[config.mk]
export PLATFORM = sky130hd
export DESIGN_NAME = pcg_generator
export DESIGN_NICKNAME = d
export VERILOG_FILES = /design/src/design/pcg_pkg.sv /design/src/design/pcg_generator.sv
export SDC_FILE = /design/constraint.sdc
export NUM_CORES = 1
export LEC_CHECK = 0
export BUFFER_PORTS_ARGS = -buffer_cell sky130_fd_sc_hd__buf_2
export CORE_ASPECT_RATIO = 0.6
export CORE_MARGIN = 2
export CORE_UTILIZATION = 60
export DETAILED_ROUTE_END_ITERATION = 8
export PLACE_DENSITY = 0.79
export SYNTH_ARGS = -nofsm -noshare
export SYNTH_HDL_FRONTEND = slang
export SYNTH_SLANG_ARGS = --single-unit
[constraint.sdc]
create_clock -name clk_sys_in -period 5.7 [get_ports clk_sys_in]
set_input_delay 0.285 -clock clk_sys_in [delete_from_list [all_inputs] [get_ports clk_sys_in]]
set_output_delay 0.285 -clock clk_sys_in [all_outputs]
set_load 0.02 [all_outputs]
[src/design/pcg_pkg.sv]
// Package with the register map, field positions and pin types of the PWM generator.
package pcg_pkg;
	localparam logic [5:0] OFS_CTRL  = 6'h00;
	localparam logic [5:0] OFS_DUTY  = 6'h04;
	localparam logic [5:0] OFS_PHASE = 6'h08;
	localparam logic [5:0] OFS_DT    = 6'h0C;
	localparam logic [5:0] OFS_ALTDT = 6'h10;
	localparam logic [5:0] OFS_TRGC  = 6'h14;
	localparam logic [5:0] OFS_IOC   = 6'h18;
	localparam logic [5:0] OFS_TRIG  = 6'h1C;
	localparam logic [5:0] OFS_MDUTY = 6'h20;
	localparam logic [5:0] OFS_UNLK  = 6'h24;

	// Control register fields.
	localparam int B_FLTSTAT = 15;
	localparam int B_CLSTAT  = 14;
	localparam int B_TRGSTAT = 13;
	localparam int B_FLTIEN  = 12;
	localparam int B_CLIEN   = 11;
	localparam int B_TRGIEN  = 10;
	localparam int B_ITB     = 9;
	localparam int B_MDCS    = 8;
	localparam int B_DTC     = 6;
	localparam int B_COMP_POLARITY_BIT    = 5;
	localparam int B_CAM     = 2;
	localparam int B_EXTERNAL_PERIOD_RESET_ENABLE   = 1;
	localparam int B_IUE     = 0;
	localparam logic [15:0] CTRL_WMASK = 16'h1FE7;
	localparam logic [15:0] DT_MASK    = 16'h3FFF;
	localparam logic [15:0] TRGC_MASK  = 16'hF03F;

	// Pin control register fields.
	localparam int B_HIGH_PIN_OWNERSHIP = 15;
	localparam int B_LOW_PIN_OWNERSHIP = 14;
	localparam int B_HIGH_PIN_POLARITY = 13;
	localparam int B_POLL = 12;
	localparam int B_PIN_PAIR_MODE = 10;
	localparam int B_OVRH = 9;
	localparam int B_OVRL = 8;
	localparam int B_OVRD = 6;
	localparam int B_FLTD = 4;
	localparam int B_CLD  = 2;
	localparam int B_SWAP = 1;
	localparam int B_OSYN = 0;
	localparam logic [15:0] IOC_RESET = 16'hC000;

	localparam logic [1:0] PIN_PAIR_MODE_COMP = 2'h0;
	localparam logic [1:0] PIN_PAIR_MODE_RED  = 2'h1;
	localparam logic [1:0] PIN_PAIR_MODE_PP   = 2'h2;
	localparam logic [1:0] DTC_POS   = 2'h0;
	localparam logic [1:0] DTC_COMP  = 2'h3;

	typedef struct packed {
		logic hi;
		logic lo;
	} pcg_pins_t;
endpackage : pcg_pkg

[src/design/pcg_generator.sv]
// One PWM generator with time base, dead time, trigger and output stage behind Avalon-MM.
// How it works
// Compensation polarity clear: input 0 shortens high output, input 1 shortens low.
// Center alignment bit works only with the independent time base.
// Current-limit input resets independent time base when external reset enabled.
// Software sets independent time base and keeps current-limit mode off for this.
// Immediate update bit makes timing writes active at once, else at period boundary.
// Software keeps mode bits fixed while the module is enabled.
// Compensation polarity matters only when dead-time control equals 11.
// Phase register is phase shift, or the period with independent time base.
// Both dead-time values are 14 bits; upper two bits read zero.
// Trigger divider emits one trigger every N+1 trigger events.
// First trigger waits the start-delay count of PWM cycles after enable.
// A secondary generator never raises trigger status.
// Pin ownership bits give pins to PWM when 1; both reset to 1.
// Polarity bit makes its pin active low when set.
// Pair mode 00 complementary, 01 redundant, 10 push-pull.
// Override enables drive pins from override data bits.
// Active fault forces pins to fault data bits.
// Active current limit with its mode on forces pins to limit data.
// Swap bit exchanges high and low signals between pins.
// Override sync bit applies overrides at the PWM boundary, else at once.
// With write lock set, pin control writes need the unlock sequence first.
// Primary generator compares trigger value with its time base to fire triggers.
// Boundary-synchronised writes sit in shadows and copy together at the boundary.
//
// Decided for this implementation: the register offsets and the Avalon-MM slave port.
`timescale 1ns/100ps
`default_nettype none
module pcg_generator
	import pcg_pkg::*;
#(
	parameter bit          IS_SECONDARY = 1'b0,
	parameter logic [15:0] UNLOCK_KEY1  = 16'h5A5A, // Arbitrary value.
	parameter logic [15:0] UNLOCK_KEY2  = 16'hA5A5  // Arbitrary value.
) (
	input  wire logic        clk_sys_in,
	input  wire logic        rst_in,
	input  wire logic [5:0]  avs_address_in,
	input  wire logic        avs_read_in,
	input  wire logic        avs_write_in,
	input  wire logic [31:0] avs_writedata_in,
	input  wire logic [3:0]  avs_byteenable_in,
	output logic [31:0]      avs_readdata_out,
	output logic             avs_waitrequest_out,
	input  wire logic        pwm_tick_in,
	input  wire logic        module_pwm_enable_in,
	input  wire logic [15:0] master_period_in,
	input  wire logic        master_boundary_in,
	input  wire logic        comp_direction_input_in,
	input  wire logic        fault_active_in,
	input  wire logic        limit_active_in,
	input  wire logic        current_limit_mode_enable_in,
	input  wire logic        config_write_lock_in,
	output pcg_pins_t        pin_data_out,
	output pcg_pins_t        pin_oe_out,
	output logic             adc_trigger_out
);
	logic        ack_q;
	logic [31:0] rdata_q;
	logic [15:0] ctrl_q, duty_q, phase_q, dt_q, altdt_q, trgc_q, ioc_q, trig_q, mduty_q;
	logic [15:0] duty_act_q, phase_act_q, dt_act_q, altdt_act_q, mduty_act_q;
	logic [2:0]  stat_q;
	logic [1:0]  unlk_q;
	logic [15:0] tb_q;
	logic        down_q, pp_q;
	logic [5:0]  start_q;
	logic [3:0]  div_q;
	logic [3:0]  ovr_q;
	logic        wr, rd, bound, center, raw, tb_clr, trg_evt, trg_fire, shorten_h;
	logic [15:0] wmask, period, duty_sel;
	logic [13:0] dly_h, dly_l;
	pcg_pins_t   gen, dtd, swp, lvl;

	assign wr    = avs_write_in & ack_q;
	assign rd    = avs_read_in & ~ack_q;
	assign wmask = {{8{avs_byteenable_in[1]}}, {8{avs_byteenable_in[0]}}};
	assign avs_waitrequest_out = (avs_read_in | avs_write_in) & ~ack_q;
	assign avs_readdata_out    = rdata_q;

	function automatic logic [15:0] merge(input logic [15:0] old, input logic [15:0] m,
		input logic [15:0] d);
		merge = (old & ~m) | (d & m);
	endfunction : merge

	// Every access waits exactly one cycle, so the bus answer is fixed.
	always_ff @(posedge clk_sys_in) begin
		if (rst_in) begin
			ack_q <= 1'b0;
		end else begin
			ack_q <= (avs_read_in | avs_write_in) & ~ack_q;
		end
	end

	always_ff @(posedge clk_sys_in) begin
		if (rst_in) begin
			rdata_q <= 32'h0000_0000;
		end else if (rd) begin
			unique case (avs_address_in)
				OFS_CTRL:  rdata_q <= {16'h0000, stat_q, ctrl_q[12:0] & CTRL_WMASK[12:0]};
				OFS_DUTY:  rdata_q <= {16'h0000, duty_q};
				OFS_PHASE: rdata_q <= {16'h0000, phase_q};
				OFS_DT:    rdata_q <= {16'h0000, dt_q & DT_MASK};
				OFS_ALTDT: rdata_q <= {16'h0000, altdt_q & DT_MASK};
				OFS_TRGC:  rdata_q <= {16'h0000, trgc_q & TRGC_MASK};
				OFS_IOC:   rdata_q <= {16'h0000, ioc_q};
				OFS_TRIG:  rdata_q <= {16'h0000, trig_q};
				OFS_MDUTY: rdata_q <= {16'h0000, mduty_q};
				default:   rdata_q <= 32'h0000_0000;
			endcase
		end
	end

	// Software-side copies; these are what a read returns.
	always_ff @(posedge clk_sys_in) begin
		if (rst_in) begin
			ctrl_q  <= 16'h0000;
			duty_q  <= 16'h0000;
			phase_q <= 16'h0000;
			dt_q    <= 16'h0000;
			altdt_q <= 16'h0000;
			trgc_q  <= 16'h0000;
			trig_q  <= 16'h0000;
			mduty_q <= 16'h0000;
		end else if (wr) begin
			unique case (avs_address_in)
				OFS_CTRL:  ctrl_q  <= merge(ctrl_q, wmask & CTRL_WMASK, avs_writedata_in[15:0]);
				OFS_DUTY:  duty_q  <= merge(duty_q, wmask, avs_writedata_in[15:0]);
				OFS_PHASE: phase_q <= merge(phase_q, wmask, avs_writedata_in[15:0]);
				OFS_DT:    dt_q    <= merge(dt_q, wmask & DT_MASK, avs_writedata_in[15:0]);
				OFS_ALTDT: altdt_q <= merge(altdt_q, wmask & DT_MASK, avs_writedata_in[15:0]);
				OFS_TRGC:  trgc_q  <= merge(trgc_q, wmask & TRGC_MASK, avs_writedata_in[15:0]);
				OFS_TRIG:  trig_q  <= merge(trig_q, wmask, avs_writedata_in[15:0]);
				OFS_MDUTY: mduty_q <= merge(mduty_q, wmask, avs_writedata_in[15:0]);
				default: ;
			endcase
		end
	end

	// Two-key unlock; it grants a single pin control write and is then spent.
	always_ff @(posedge clk_sys_in) begin
		if (rst_in) begin
			unlk_q <= 2'h0;
			ioc_q  <= IOC_RESET;
		end else if (wr && avs_address_in == OFS_UNLK) begin
			unlk_q <= (avs_writedata_in[15:0] == UNLOCK_KEY1) ? 2'h1 :
				(unlk_q == 2'h1 && avs_writedata_in[15:0] == UNLOCK_KEY2) ? 2'h2 : 2'h0;
		end else if (wr && avs_address_in == OFS_IOC) begin
			if (!config_write_lock_in || unlk_q == 2'h2) begin
				ioc_q <= merge(ioc_q, wmask, avs_writedata_in[15:0]);
			end
			unlk_q <= 2'h0;
		end
	end

	locked_io_a: assert property (@(posedge clk_sys_in) disable iff (rst_in)
		wr && avs_address_in == OFS_IOC && config_write_lock_in && unlk_q != 2'h2
		|=> $stable(ioc_q)) else $error("Locked pin control register was written.");
	own_reset_a: assert property (@(posedge clk_sys_in)
		rst_in |=> ioc_q[B_HIGH_PIN_OWNERSHIP] && ioc_q[B_LOW_PIN_OWNERSHIP]) else $error("Pin ownership not set by reset.");
	dt_upper_a: assert property (@(posedge clk_sys_in) disable iff (rst_in)
		rd && avs_address_in == OFS_DT |=> rdata_q[31:14] == 18'h0_0000)
		else $error("Dead-time upper bits not zero.");

	// Active copies load together: at once when immediate or while disabled, else at the boundary.
	always_ff @(posedge clk_sys_in) begin
		if (rst_in) begin
			duty_act_q  <= 16'h0000;
			phase_act_q <= 16'h0000;
			dt_act_q    <= 16'h0000;
			altdt_act_q <= 16'h0000;
			mduty_act_q <= 16'h0000;
		end else if (ctrl_q[B_IUE] || bound || !module_pwm_enable_in) begin
			duty_act_q  <= duty_q;
			phase_act_q <= phase_q;
			dt_act_q    <= dt_q;
			altdt_act_q <= altdt_q;
			mduty_act_q <= mduty_q;
		end
	end

	shadow_hold_a: assert property (@(posedge clk_sys_in) disable iff (rst_in)
		!ctrl_q[B_IUE] && !bound && module_pwm_enable_in |=> $stable(duty_act_q))
		else $error("Active duty changed between boundaries.");
	imm_update_a: assert property (@(posedge clk_sys_in) disable iff (rst_in)
		ctrl_q[B_IUE] && wr && avs_address_in == OFS_DUTY && avs_byteenable_in[1:0] == 2'h3
		##1 1'b1 |=> duty_act_q == $past(avs_writedata_in[15:0], 2))
		else $error("Immediate duty write not active.");

	// Time base.
	assign center = ctrl_q[B_CAM] & ctrl_q[B_ITB];
	assign period = ctrl_q[B_ITB] ? phase_act_q : master_period_in;
	assign tb_clr = ctrl_q[B_EXTERNAL_PERIOD_RESET_ENABLE] & ctrl_q[B_ITB] & limit_active_in;
	assign bound  = pwm_tick_in & module_pwm_enable_in &
		(center ? (down_q && tb_q == 16'h0000) : (tb_q >= period));

	always_ff @(posedge clk_sys_in) begin
		if (rst_in || !module_pwm_enable_in) begin
			tb_q   <= 16'h0000;
			down_q <= 1'b0;
		end else if (pwm_tick_in) begin
			if (tb_clr) begin
				tb_q   <= 16'h0000;
				down_q <= 1'b0;
			end else if (!ctrl_q[B_ITB] && master_boundary_in) begin
				tb_q <= phase_act_q;
			end else if (!center) begin
				tb_q   <= (tb_q >= period) ? 16'h0000 : 16'(tb_q + 16'h0001);
				down_q <= 1'b0;
			end else if (!down_q) begin
				down_q <= tb_q >= period;
				tb_q   <= (tb_q >= period) ? 16'(tb_q - 16'h0001) : 16'(tb_q + 16'h0001);
			end else begin
				down_q <= tb_q != 16'h0000;
				tb_q   <= (tb_q == 16'h0000) ? 16'h0001 : 16'(tb_q - 16'h0001);
			end
		end
	end

	edge_only_a: assert property (@(posedge clk_sys_in) disable iff (rst_in)
		!ctrl_q[B_ITB] |=> !down_q) else $error("Counting down without independent time base.");
	ext_reset_a: assert property (@(posedge clk_sys_in) disable iff (rst_in)
		module_pwm_enable_in && pwm_tick_in && tb_clr |=> tb_q == 16'h0000)
		else $error("Current limit did not reset time base.");

	always_ff @(posedge clk_sys_in) begin
		if (rst_in) begin
			pp_q <= 1'b0;
		end else if (bound) begin
			pp_q <= ~pp_q;
		end
	end

	assign duty_sel = ctrl_q[B_MDCS] ? mduty_act_q : duty_act_q;
	assign raw      = module_pwm_enable_in & (tb_q < duty_sel);

	always_comb begin
		unique case (ioc_q[B_PIN_PAIR_MODE +: 2])
			PIN_PAIR_MODE_RED: gen = '{hi: raw, lo: raw};
			PIN_PAIR_MODE_PP:  gen = '{hi: raw & pp_q, lo: raw & ~pp_q};
			default:  gen = '{hi: raw, lo: module_pwm_enable_in & ~raw};
		endcase
	end

	// Dead time delays each rising edge; compensation shortens only one side.
	assign shorten_h = ~(comp_direction_input_in ^ ctrl_q[B_COMP_POLARITY_BIT]);
	always_comb begin
		dly_h = 14'h0000;
		dly_l = 14'h0000;
		if (ctrl_q[B_DTC +: 2] == DTC_POS) begin
			dly_h = dt_act_q[13:0];
			dly_l = altdt_act_q[13:0];
		end else if (ctrl_q[B_DTC +: 2] == DTC_COMP) begin
			dly_h = shorten_h ? dt_act_q[13:0] : 14'h0000;
			dly_l = shorten_h ? 14'h0000 : dt_act_q[13:0];
		end
	end

	for (genvar i = 0; i < 2; i++) begin : g_dead
		logic [13:0] cnt_q;
		logic        src;
		logic [13:0] dly;
		assign src = i ? gen.hi : gen.lo;
		assign dly = i ? dly_h : dly_l;
		always_ff @(posedge clk_sys_in) begin
			if (rst_in || !src) begin
				cnt_q <= 14'h0000;
			end else if (pwm_tick_in && cnt_q != 14'h3FFF) begin
				cnt_q <= 14'(cnt_q + 14'h0001);
			end
		end
		if (i) begin : g_h
			assign dtd.hi = src & (cnt_q >= dly);
		end else begin : g_l
			assign dtd.lo = src & (cnt_q >= dly);
		end
	end

	assign swp = ioc_q[B_SWAP] ? '{hi: dtd.lo, lo: dtd.hi} : dtd;

	// Override state, either taken at once or held to the boundary.
	always_ff @(posedge clk_sys_in) begin
		if (rst_in) begin
			ovr_q <= 4'h0;
		end else if (!ioc_q[B_OSYN] || bound || !module_pwm_enable_in) begin
			ovr_q <= {ioc_q[B_OVRH], ioc_q[B_OVRL], ioc_q[B_OVRD +: 2]};
		end
	end

	// Fault outranks current limit, which outranks software override.
	always_comb begin
		lvl = swp;
		if (fault_active_in) begin
			lvl = '{hi: ioc_q[B_FLTD + 1], lo: ioc_q[B_FLTD]};
		end else if (limit_active_in && current_limit_mode_enable_in) begin
			lvl = '{hi: ioc_q[B_CLD + 1], lo: ioc_q[B_CLD]};
		end else begin
			if (ovr_q[3]) lvl.hi = ovr_q[1];
			if (ovr_q[2]) lvl.lo = ovr_q[0];
		end
	end

	always_ff @(posedge clk_sys_in) begin
		if (rst_in) begin
			pin_data_out <= '{hi: 1'b0, lo: 1'b0};
		end else begin
			pin_data_out.hi <= ioc_q[B_HIGH_PIN_OWNERSHIP] & (lvl.hi ^ ioc_q[B_HIGH_PIN_POLARITY]);
			pin_data_out.lo <= ioc_q[B_LOW_PIN_OWNERSHIP] & (lvl.lo ^ ioc_q[B_POLL]);
		end
	end
	assign pin_oe_out = '{hi: ioc_q[B_HIGH_PIN_OWNERSHIP], lo: ioc_q[B_LOW_PIN_OWNERSHIP]};

	fault_force_a: assert property (@(posedge clk_sys_in) disable iff (rst_in)
		fault_active_in && ioc_q[B_HIGH_PIN_OWNERSHIP] |=>
		pin_data_out.hi == $past(ioc_q[B_FLTD + 1] ^ ioc_q[B_HIGH_PIN_POLARITY]))
		else $error("Fault did not force high pin.");
	override_lo_a: assert property (@(posedge clk_sys_in) disable iff (rst_in)
		!fault_active_in && !limit_active_in && ovr_q[2] && ioc_q[B_LOW_PIN_OWNERSHIP] |=>
		pin_data_out.lo == $past(ovr_q[0] ^ ioc_q[B_POLL]))
		else $error("Override did not drive low pin.");

	// Trigger start delay, compare and divider.
	always_ff @(posedge clk_sys_in) begin
		if (rst_in || !module_pwm_enable_in) begin
			start_q <= 6'h00;
		end else if (bound && start_q != trgc_q[5:0]) begin
			start_q <= 6'(start_q + 6'h01);
		end
	end

	assign trg_evt  = pwm_tick_in & module_pwm_enable_in & ~IS_SECONDARY
		& (start_q == trgc_q[5:0]) & (tb_q == trig_q);
	assign trg_fire = trg_evt & (div_q == trgc_q[15:12]);

	always_ff @(posedge clk_sys_in) begin
		if (rst_in || !module_pwm_enable_in) begin
			div_q           <= 4'h0;
			adc_trigger_out <= 1'b0;
		end else begin
			adc_trigger_out <= trg_fire;
			if (trg_evt) begin
				div_q <= trg_fire ? 4'h0 : 4'(div_q + 4'h1);
			end
		end
	end

	// Status bits clear while their enable is low; a set needs the enable.
	always_ff @(posedge clk_sys_in) begin
		if (rst_in) begin
			stat_q <= 3'h0;
		end else begin
			stat_q[2] <= ctrl_q[B_FLTIEN] & (stat_q[2] | fault_active_in);
			stat_q[1] <= ctrl_q[B_CLIEN] & (stat_q[1] | limit_active_in);
			stat_q[0] <= ~IS_SECONDARY & ctrl_q[B_TRGIEN] & (stat_q[0] | trg_fire);
		end
	end

	div_count_a: assert property (@(posedge clk_sys_in) disable iff (rst_in)
		trg_evt && !trg_fire |=> div_q == $past(div_q) + 4'h1)
		else $error("Trigger divider did not advance.");
	start_wait_a: assert property (@(posedge clk_sys_in) disable iff (rst_in)
		trg_fire |-> start_q == trgc_q[5:0]) else $error("Trigger before start delay ran out.");
	no_sec_trig_a: assert property (@(posedge clk_sys_in) disable iff (rst_in)
		IS_SECONDARY |-> !stat_q[0] && !adc_trigger_out) else $error("Secondary raised trigger.");
endmodule : pcg_generator
`default_nettype wire

# Word level (Yosys, flattened, before mapping)
# Index checks and enable logic that the tools add are counted.
[word_totals]
regBits = 321
wordCells = 191
[op_classes]
addsub = 6
order_cmp = 4
n_eq_ne = 23
muxes = 32
bitwise = 59
reduce_logical = 38
[op_table]
columns = ["operator", "n"]
rows = [
  ["16-bit bitwise AND", 11],
  ["16-bit 2-to-1 mux", 9],
  ["16-bit bitwise OR", 9],
  ["16-bit case mux with 9 select lines", 1],
  ["14-bit 2-to-1 mux", 6],
  ["16-bit NOT", 2],
  ["14-bit by 1-bit adder with 14-bit output (second input constant)", 2],
  ["14-bit >= comparator", 2],
  ["14-bit inequality test (second input constant)", 2],
  ["6-bit by 5-bit equality test with 1-bit output (second input constant)", 4],
  ["1-bit bitwise AND", 22],
  ["2-bit AND reduction", 9],
  ["16-bit by 1-bit adder with 16-bit output (second input constant)", 1],
  ["16-bit by 13-bit bitwise AND with 16-bit output", 1],
  ["16-bit by 14-bit bitwise AND with 16-bit output", 1],
  ["16-bit by 15-bit equality test with 1-bit output (second input constant)", 1],
  ["16-bit equality test", 1],
  ["16-bit equality test (second input constant)", 1],
  ["16-bit >= comparator", 1],
  ["16-bit logical NOT", 1],
  ["16-bit < comparator", 1],
  ["13-bit NOT with 16-bit output", 1],
  ["14-bit NOT with 16-bit output", 1],
  ["16-bit nonzero test", 1],
  ["26 further kinds", 71],
]

# Logic depth before layout (Yosys ltp)
# Gate-level depths: netlist of the first run.
[logic_depth]
ltp_word = 13
mapped_depth = 14
ltp_nobuf = 12

# Worst setup path after synthesis of the first run
# OpenSTA, ideal clock, no wires.
[synth_timing]
kind = "register to register"
startpoint = "reg with a tool-made name"
endpoint = "reg ovr_q[3]"
setup_ps = 128
arrival_time_ps = 3373
t_required_ps = 5572
setup_slack_ps = 2199
path_stages_with_launch = 13
path_buffers = 2
period_less_slack_ps = 3501
cell_sequence = "dfxtp_1 buf_1 clkbuf_1 mux2i_1 ha_1 or4_1 a21oi_1 o21ai_0 a21oi_2 o21ai_0 a21oi_1 mux2i_1 nor2_1"
[synth_lines]
columns = ["element", "line", "text"]
rows = [
  ["end signal: assignment", "pcg_generator.sv:286", "ovr_q <= {ioc_q[B_OVRH], ioc_q[B_OVRL], ioc_q[B_OVRD +: 2]};"],
  ["end: declaration", "pcg_generator.sv:69", "logic [3:0] ovr_q;"],
]

==> results of run 1 <==
-- layout by cell type, fill, tap and decap left out, types with 9 or more instances in the layout --
cell,count
a211oi_1,11
a21o_1,9
a21oi_1,190
a22oi_1,32
a31oi_1,13
and3_1,15
buf_2,72
buf_4,12
clkbuf_16,27
clkbuf_8,9
conb_1,16
dfxtp_1,290
ha_1,68
inv_1,15
mux2i_1,154
nand2_1,292
nand3_1,83
nand4_1,17
nor2_1,181
nor2b_1,9
nor3_1,27
nor4_1,13
o211ai_1,9
o21ai_0,44
o22ai_1,19
or3_1,14
xnor2_1,43
xor2_1,24
-- per-stage QoR --
stage | hold WS, ps | std cells | power, mW | utilization, %
after floorplan | 414 | 1848 | 2.27 | -
after global placement | 438 | 2114 | 2.34 | 63.0
after detailed placement | 446 | 2114 | 2.35 | 63.0
after CTS | 6.01 | 2164 | 4.30 | 67.0
after global routing | 17.3 | 2165 | 4.41 | 67.0
final | 27.4 | 2165 | 4.31 | 67.0
-- cell families (layout without fill, tap and decap cells) --
kind of cell | after synthesis | in the layout | share of synthesized area [%]
other cells | 1 | 17 | 0.0248
mux | 157 | 157 | 10.4
xor+xnor | 67 | 67 | 3.88
compound gates | 387 | 387 | 15.7
fa+ha+maj | 68 | 68 | 5.63
buf+inv | 158 | 152 | 4.82
flops | 290 | 290 | 38.4
simple gates | 705 | 705 | 21.1
-- per-layer routing --
layer / global-route usage, % / part of all wire [%]
met5: 0 / 0
met1: 52.1 / 44
met2: 48.8 / 39
met4: 7.52 / 1.8
met3: 13.9 / 15
-- layout make-up --
cell class                 instances  area share [%]
multi-input combinational       1400            52.8
tap                              322            2.46
inverter                          16           0.367
sequential                       290            35.4
clock inverter                    11           0.993
antenna                            1          0.0153
timing repair buffer              86            2.94
clock buffer                      39            4.95
-- worst paths after layout --
path / startpoint / end / slack [ps] / cells after the start
worst max register to register: flop / mduty_act_q[13] / 780 / 12
worst max-delay path: flop / mduty_act_q[13] / 780 / 12
worst min register to register: altdt_act_q[10] / altdt_act_q[10] / 460 / 2
worst min-delay path: fault_active_in / stat_q[2] / 30 / 2
-- power by group through the flow --
stage               Sequential, mW  Clock, mW  Combinational, mW
finish                        2.04       1.99              0.276
detailed placement            2.09          0              0.262
global placement              2.09          0              0.256
floorplan                     2.08          0              0.193
CTS                           2.04       1.99              0.264
global route                  2.04       2.08              0.291
==> results by group, run 1 <==
Status
  • Status: completed

Placed design
  • Placed cell area: around 0.015 mm²
  • Port bufs: 73
  • Pre-CTS WS: 982 ps
  • GP Congestion: 0.971
  • Placed wire-length estimate: between 30000 and 40000 µm

Drt
  • TritonRoute pass-1 iters: 7
  • Wire per inst: 21.9 µm
  • Routed Antenna Nets: 0
  • Via count: approximately 14000
  • # DRC: 0
  • Initial drt markers: 2000
  • Routed wire length: roughly 47000 µm
  • DR vias/cell: about 6.5

Global routing
  • Largest net degree at the start of global routing: 84
  • First-pass GRT wire length: 73500 µm
  • Grt ovf: 0
  • GRT Util Overall: between 30% and 40%
  • Vias in the first global route: ~13000
  • Initial antenna violation count: 1

Flow run
  • Max_cap viols: 0

Synth
  • Count of cell types in the netlist: 79
  • Warnings, synthesis: 0
  • Post-synth EDFFs: 0
  • Syn_area_per_cell: 8.25 µm²
  • Synth async-reset ratio: 0%
  • Post-synthesis register bit count: 290
  • Syn Inst Count: between 1500 and 2000
  • Largest cells by area after synthesis: dfxtp_1 38%, mux2i_1 10%, nand2_1 7.3%, a21oi_1 6.3%, ha_1 5.6%
  • Cell taking the most area after synthesis: dfxtp_1
  • Mapped Area: approximately 0.015 mm²
  • Post-synthesis sequential area ratio: between 30% and 40%
  • Cell with the most instances after synthesis: nand2_1
  • Commonest cells in the netlist: 292 x nand2_1, 290 x dfxtp_1, 190 x a21oi_1, 182 x nor2_1, 154 x mux2i_1
  • Synth top area share: a little under 40%
  • Dominant synthesized flop cell: dfxtp_1

Worst setup path
  • Max incr delay on CP: 810 ps
  • Worst path slowest cell: dfxtp_1
  • Critical path class: reg -> reg
  • Max Fanout on Critical Path: 48
  • Worst path arrival time: between 5000 and 6000 ps
  • CP Capture Type: flop
  • Delay-heaviest family, CP: compound AO/OA/AOI/OAI gates
  • CP Buf/Inv Count: 2
  • Crit path cell chain: buf_4, mux2i_1, ha_1, a21oi_1, o21a_1, o21ai_0, a21oi_2, o21ai_0, a21boi_4, buf_12, nand2_1, a21oi_1
  • Worst endpoint required time: just over 6000 ps
  • Worst setup SP type: flop

STA
  • Final setup fails: 0
  • Final period utilization: a little under nine tenths
  • Max Clk Rate: 0.203 GHz
  • PnR worst setup slack: between 700 and 800 ps
  • Slew HR: between 20% and 30%
  • Max-slew violations: 0
  • RSZ-0062 raised after global routing: no
  • Setup Skew: 19.7 ps
  • Setup TNS: 0 ps
  • Worst-Margin Slew: approximately 1200 ps
  • Fin crit period: approximately 4900 ps
  • Endpoints failing hold: 0

CTS
  • Clk Latency, worst-skew pair: 570 ps
  • H-tree levels: 1
  • Total CTS buffers: 27
  • Clock Path Buffers: 3
  • Clock Pin Slew Worst Setup and Hold Paths: roughly 70 ps
  • CTS tree: built
  • Root Buffer: clkbuf_16
  • Post-CTS sizing: 0
  • CTS Sinks: 290
  • Cts-stage hold buffer count: 0
  • Post-CTS Setup Bufs: 0

Layout
  • Design area: around 0.016 mm²
  • Nets: just under 2000
  • Area Growth Syn to Fin: 8.39%
  • Filler cell count: 1999
  • FF+latch area: 0.00581 mm²
  • Multi-input combinational cell area: 0.00866 mm²
  • Share of layout cells above drive strength 1: around 8.5%

Pwr
  • Leak: between 6 and 7 nW
  • Pwr dens: around 260 mW/mm²
  • Seq pwr share: a little under half
  • Power share of the clock group: between 40 and 50%
  • Sw Ratio: 24.0%
  • Peak VDD IR: between 200 and 250 µV
  • Cell Int Power: 3.27 mW
  • Combinational share of power: under 10%
  • P_sw: between 1 and 1.5 mW

Worst hold path
  • Worst hold path class: in -> reg

Floorplanning
  • Die width: 209 µm
  • Core ar.: between 0.02 and 0.025 mm²
  • Die Y-Extent: roughly 130 µm
  • Io pins: roughly 110
  • Starting Density: slightly above 60%
  • Total die area: about 0.027 mm²
  • Placement Rows: 44
No activity file was read; power rests on OpenSTA's default activity.
==> run 2, diff against run 1 <==
--- a/config.mk
+++ b/config.mk
@@ -6,11 +6,12 @@
 export NUM_CORES = 1
 export LEC_CHECK = 0
 export BUFFER_PORTS_ARGS = -buffer_cell sky130_fd_sc_hd__buf_2
+export CAP_MARGIN = 10
 export CORE_ASPECT_RATIO = 0.6
 export CORE_MARGIN = 2
-export CORE_UTILIZATION = 60
+export CORE_UTILIZATION = 55
 export DETAILED_ROUTE_END_ITERATION = 8
-export PLACE_DENSITY = 0.79
+export PLACE_DENSITY = 0.77
 export SYNTH_ARGS = -nofsm -noshare
 export SYNTH_HDL_FRONTEND = slang
 export SYNTH_SLANG_ARGS = --single-unit
==> constraint.sdc (replaced) <==
create_clock -name clk_sys_in -period 4.4 [get_ports clk_sys_in]
set_input_delay 0.22 -clock clk_sys_in [delete_from_list [all_inputs] [get_ports clk_sys_in]]
set_output_delay 0.22 -clock clk_sys_in [all_outputs]
set_load 0.02 [all_outputs]
==> run 2 against run 1 <==
  * Design area up 0.18%
  * Routed wire length about the same
  * Final cell count up 2.1%
  * Sequential cell count unchanged
  * Setup slack worse by 13 ps
  * Global-route usage down 3.7 points
==> results by group, run 2 (synthesized netlist as in run 1, its figures left out) <==
Placed design
  • Placed cell area: around 0.016 mm²
  • GP Congestion: between 0.9 and 1
  • Port bufs: 73
  • Placed wire-length estimate: 34400 µm

CTS
  • Clock Path Buffers: 3
  • Total CTS buffers: 28
  • CTS Sinks: 290
  • Clk Latency, worst-skew pair: 560 ps
  • Post-CTS Setup Bufs: 0
  • CTS tree: built
  • Clock Pin Slew Worst Setup and Hold Paths: about 60 ps
  • H-tree levels: 1
  • Root Buffer: clkbuf_16

Global routing
  • First-pass GRT wire length: 71700 µm
  • Largest net degree at the start of global routing: 86
  • GRT met1 Usage: between 40% and 50%
  • GR peak layer: met1
  • Initial antenna violation count: 3
  • Grt ovf: 0
  • GRT Util Overall: 31.8%
  • M2 GR Usage: 41.9%
  • Met3 usage in global routing: roughly an eighth
  • Vias in the first global route: around 12000

Layout
  • Most frequent cells in the layout: 292 x nand2_1, 290 x dfxtp_1, 190 x a21oi_1
  • Share of layout cells above drive strength 1: 8.64%
  • Antenna Cells: 0
  • Design area: roughly 0.016 mm²
  • Util after Layout: 61.5%
  • Nets: 1971
  • Area Growth Syn to Fin: 8.58%
  • Most common cell after layout, fill and taps aside: nand2_1

Floorplanning
  • Die Y-Extent: around 130 µm
  • Die width: about 220 µm
  • Io pins: between 100 and 150
  • Placement Rows: 46
  • Core ar.: roughly 0.027 mm²
  • Total die area: 0.0289 mm²
  • Starting Density: between 50% and 60%

STA
  • Final period utilization: about 83%
  • Final setup fails: 0
  • RSZ-0062 raised after global routing: no
  • Endpoints failing hold: 0
  • Setup TNS: 0 ps
  • Setup Skew: between 10 and 15 ps
  • Slew HR: between 10% and 20%
  • Worst-Margin Slew: between 1000 and 1500 ps
  • Max Clk Rate: 0.275 GHz
  • Max-slew violations: 0
  • Fin crit period: around 3600 ps

Drt
  • Routed Antenna Nets: 0
  • DR vias/cell: around 6.3
  • Initial drt markers: 1795
  • Routed wire length: 47500 µm
  • TritonRoute pass-1 iters: 7
  • # DRC: 0
  • Wire per inst: ~21 µm
  • Via count: approximately 14000

Pwr
  • Peak VDD IR: around 280 µV
  • Combinational share of power: 6.7%
  • Leak: a little over 6 nW
  • Power share of the clock group: between 40% and 50%
  • Cell Int Power: just over 4 mW
  • Pwr dens: approximately 330 mW/mm²
  • Sw Ratio: approximately 25%
  • P_sw: 1.32 mW
  • Seq pwr share: roughly half

Worst setup path
  • Reg-to-reg slack, setup: around 760 ps
  • Max incr delay on CP: 720 ps
  • Worst endpoint required time: 4820 ps
  • Critical R2R Capture: ovr_q[3]
  • Max Fanout on Critical Path: 18
  • R2r worst-path depth: 10
  • Crit path cell chain: buf_4, mux2i_1, ha_1, nand4_1, a2111oi_0, a21oi_2, o21ai_0, a21oi_1, mux2i_1, nor2_1
  • Worst path arrival time: between 4000 and 5000 ps
  • CP Capture Type: flop
  • Crit-path most repeated cell: mux2i_1
  • Worst setup SP type: flop
  • Worst path slowest cell: a2111oi_0
  • Critical path class: reg -> reg

Worst hold path
  • Worst hold path class: in -> reg
  • Hold path cells: 2
  • Hold_sp: limit_active_in
  • Worst Hold End: stat_q[1]

Flow run
  • Max_cap viols: 0

Status
  • Status: completed
==> run 2: changes by cell type in the layout (fill, tap and decap cells not counted), sizes merged <==
| cell | delta |
|---|---|
| bufinv | -4 |
| dlygate4sd3 | +2 |
| clkinv | -1 |
| diode | -1 |
| inv | -2 |
| buf | +9 |
| clkbuf | +5 |
==> run 2: per-stage QoR <==
| stage | hold WS [ps] | power (mW) | instances | worst slack, ps |
|---|---|---|---|---|
| 4_1_cts | 2.86 | 5.37 | 2211 | 815 |
| 3_3_place_gp | 439 | 3.04 | 2161 | 930 |
| 5_1_grt | 7.61 | 5.52 | 2211 | 469 |
| 3_5_place_dp | 443 | 3.04 | 2161 | 835 |
| 2_1_floorplan | 349 | 2.95 | 1848 | 899 |
| 6_report | 12.2 | 5.38 | 2211 | 763 |
==> run 2: timing repair <==
item	4_1_cts	5_1_grt
resized for setup	0	0
endpoints found under the setup margin	0	0
hold endpoints to repair	2	0
hold buffers	2	0
==> run 2: layout make-up <==
class                      count  area, µm²
tap                          360        450
multi-input combinational   1400       8660
fill                        2351      10300
clock buffer                  44        862
sequential                   290       5810
timing repair buffer          97        557
clock inverter                 4       20.0
inverter                      16       60.1
==> run 2: power groups by stage <==
| stage | clock (mW) | combinational [mW] | sequential, mW |
|---|---|---|---|
| 2_1_floorplan | 0 | 0.250 | 2.70 |
| 3_3_place_gp | 0 | 0.335 | 2.70 |
| 3_5_place_dp | 0 | 0.341 | 2.70 |
| 4_1_cts | 2.38 | 0.344 | 2.64 |
| 5_1_grt | 2.50 | 0.378 | 2.64 |
| 6_report | 2.38 | 0.359 | 2.64 |
==> run 2: worst max path at each step <==
stage	from	end	slack, ps	cells after the start
2_1_floorplan	flop	ovr_q[3]	900	12
3_3_place_gp	flop	ovr_q[2]	930	10
3_5_place_dp	flop	ovr_q[2]	830	10
4_1_cts	flop	ovr_q[3]	820	10
5_1_grt	flop	pin_data_out[0]	470	12
6_report	flop	ovr_q[3]	760	10
==> run 2: layer usage <==
layer  wire length (µm)  up-vias
li1                   -     6453
met1              20900     6587
met2              18500      814
met3               7300       56
met4                692        4
met5                117        -
==> run 2: critical path: cells and delay by family, from the launching register on <==
family	cells	cell delay [ps]
buffers and inverters	1	300
DFF	1	320
muxes	2	380
and+or+nand+nor	2	260
adders and majority gates	1	330
AOI/OAI and AO/OA	4	1890
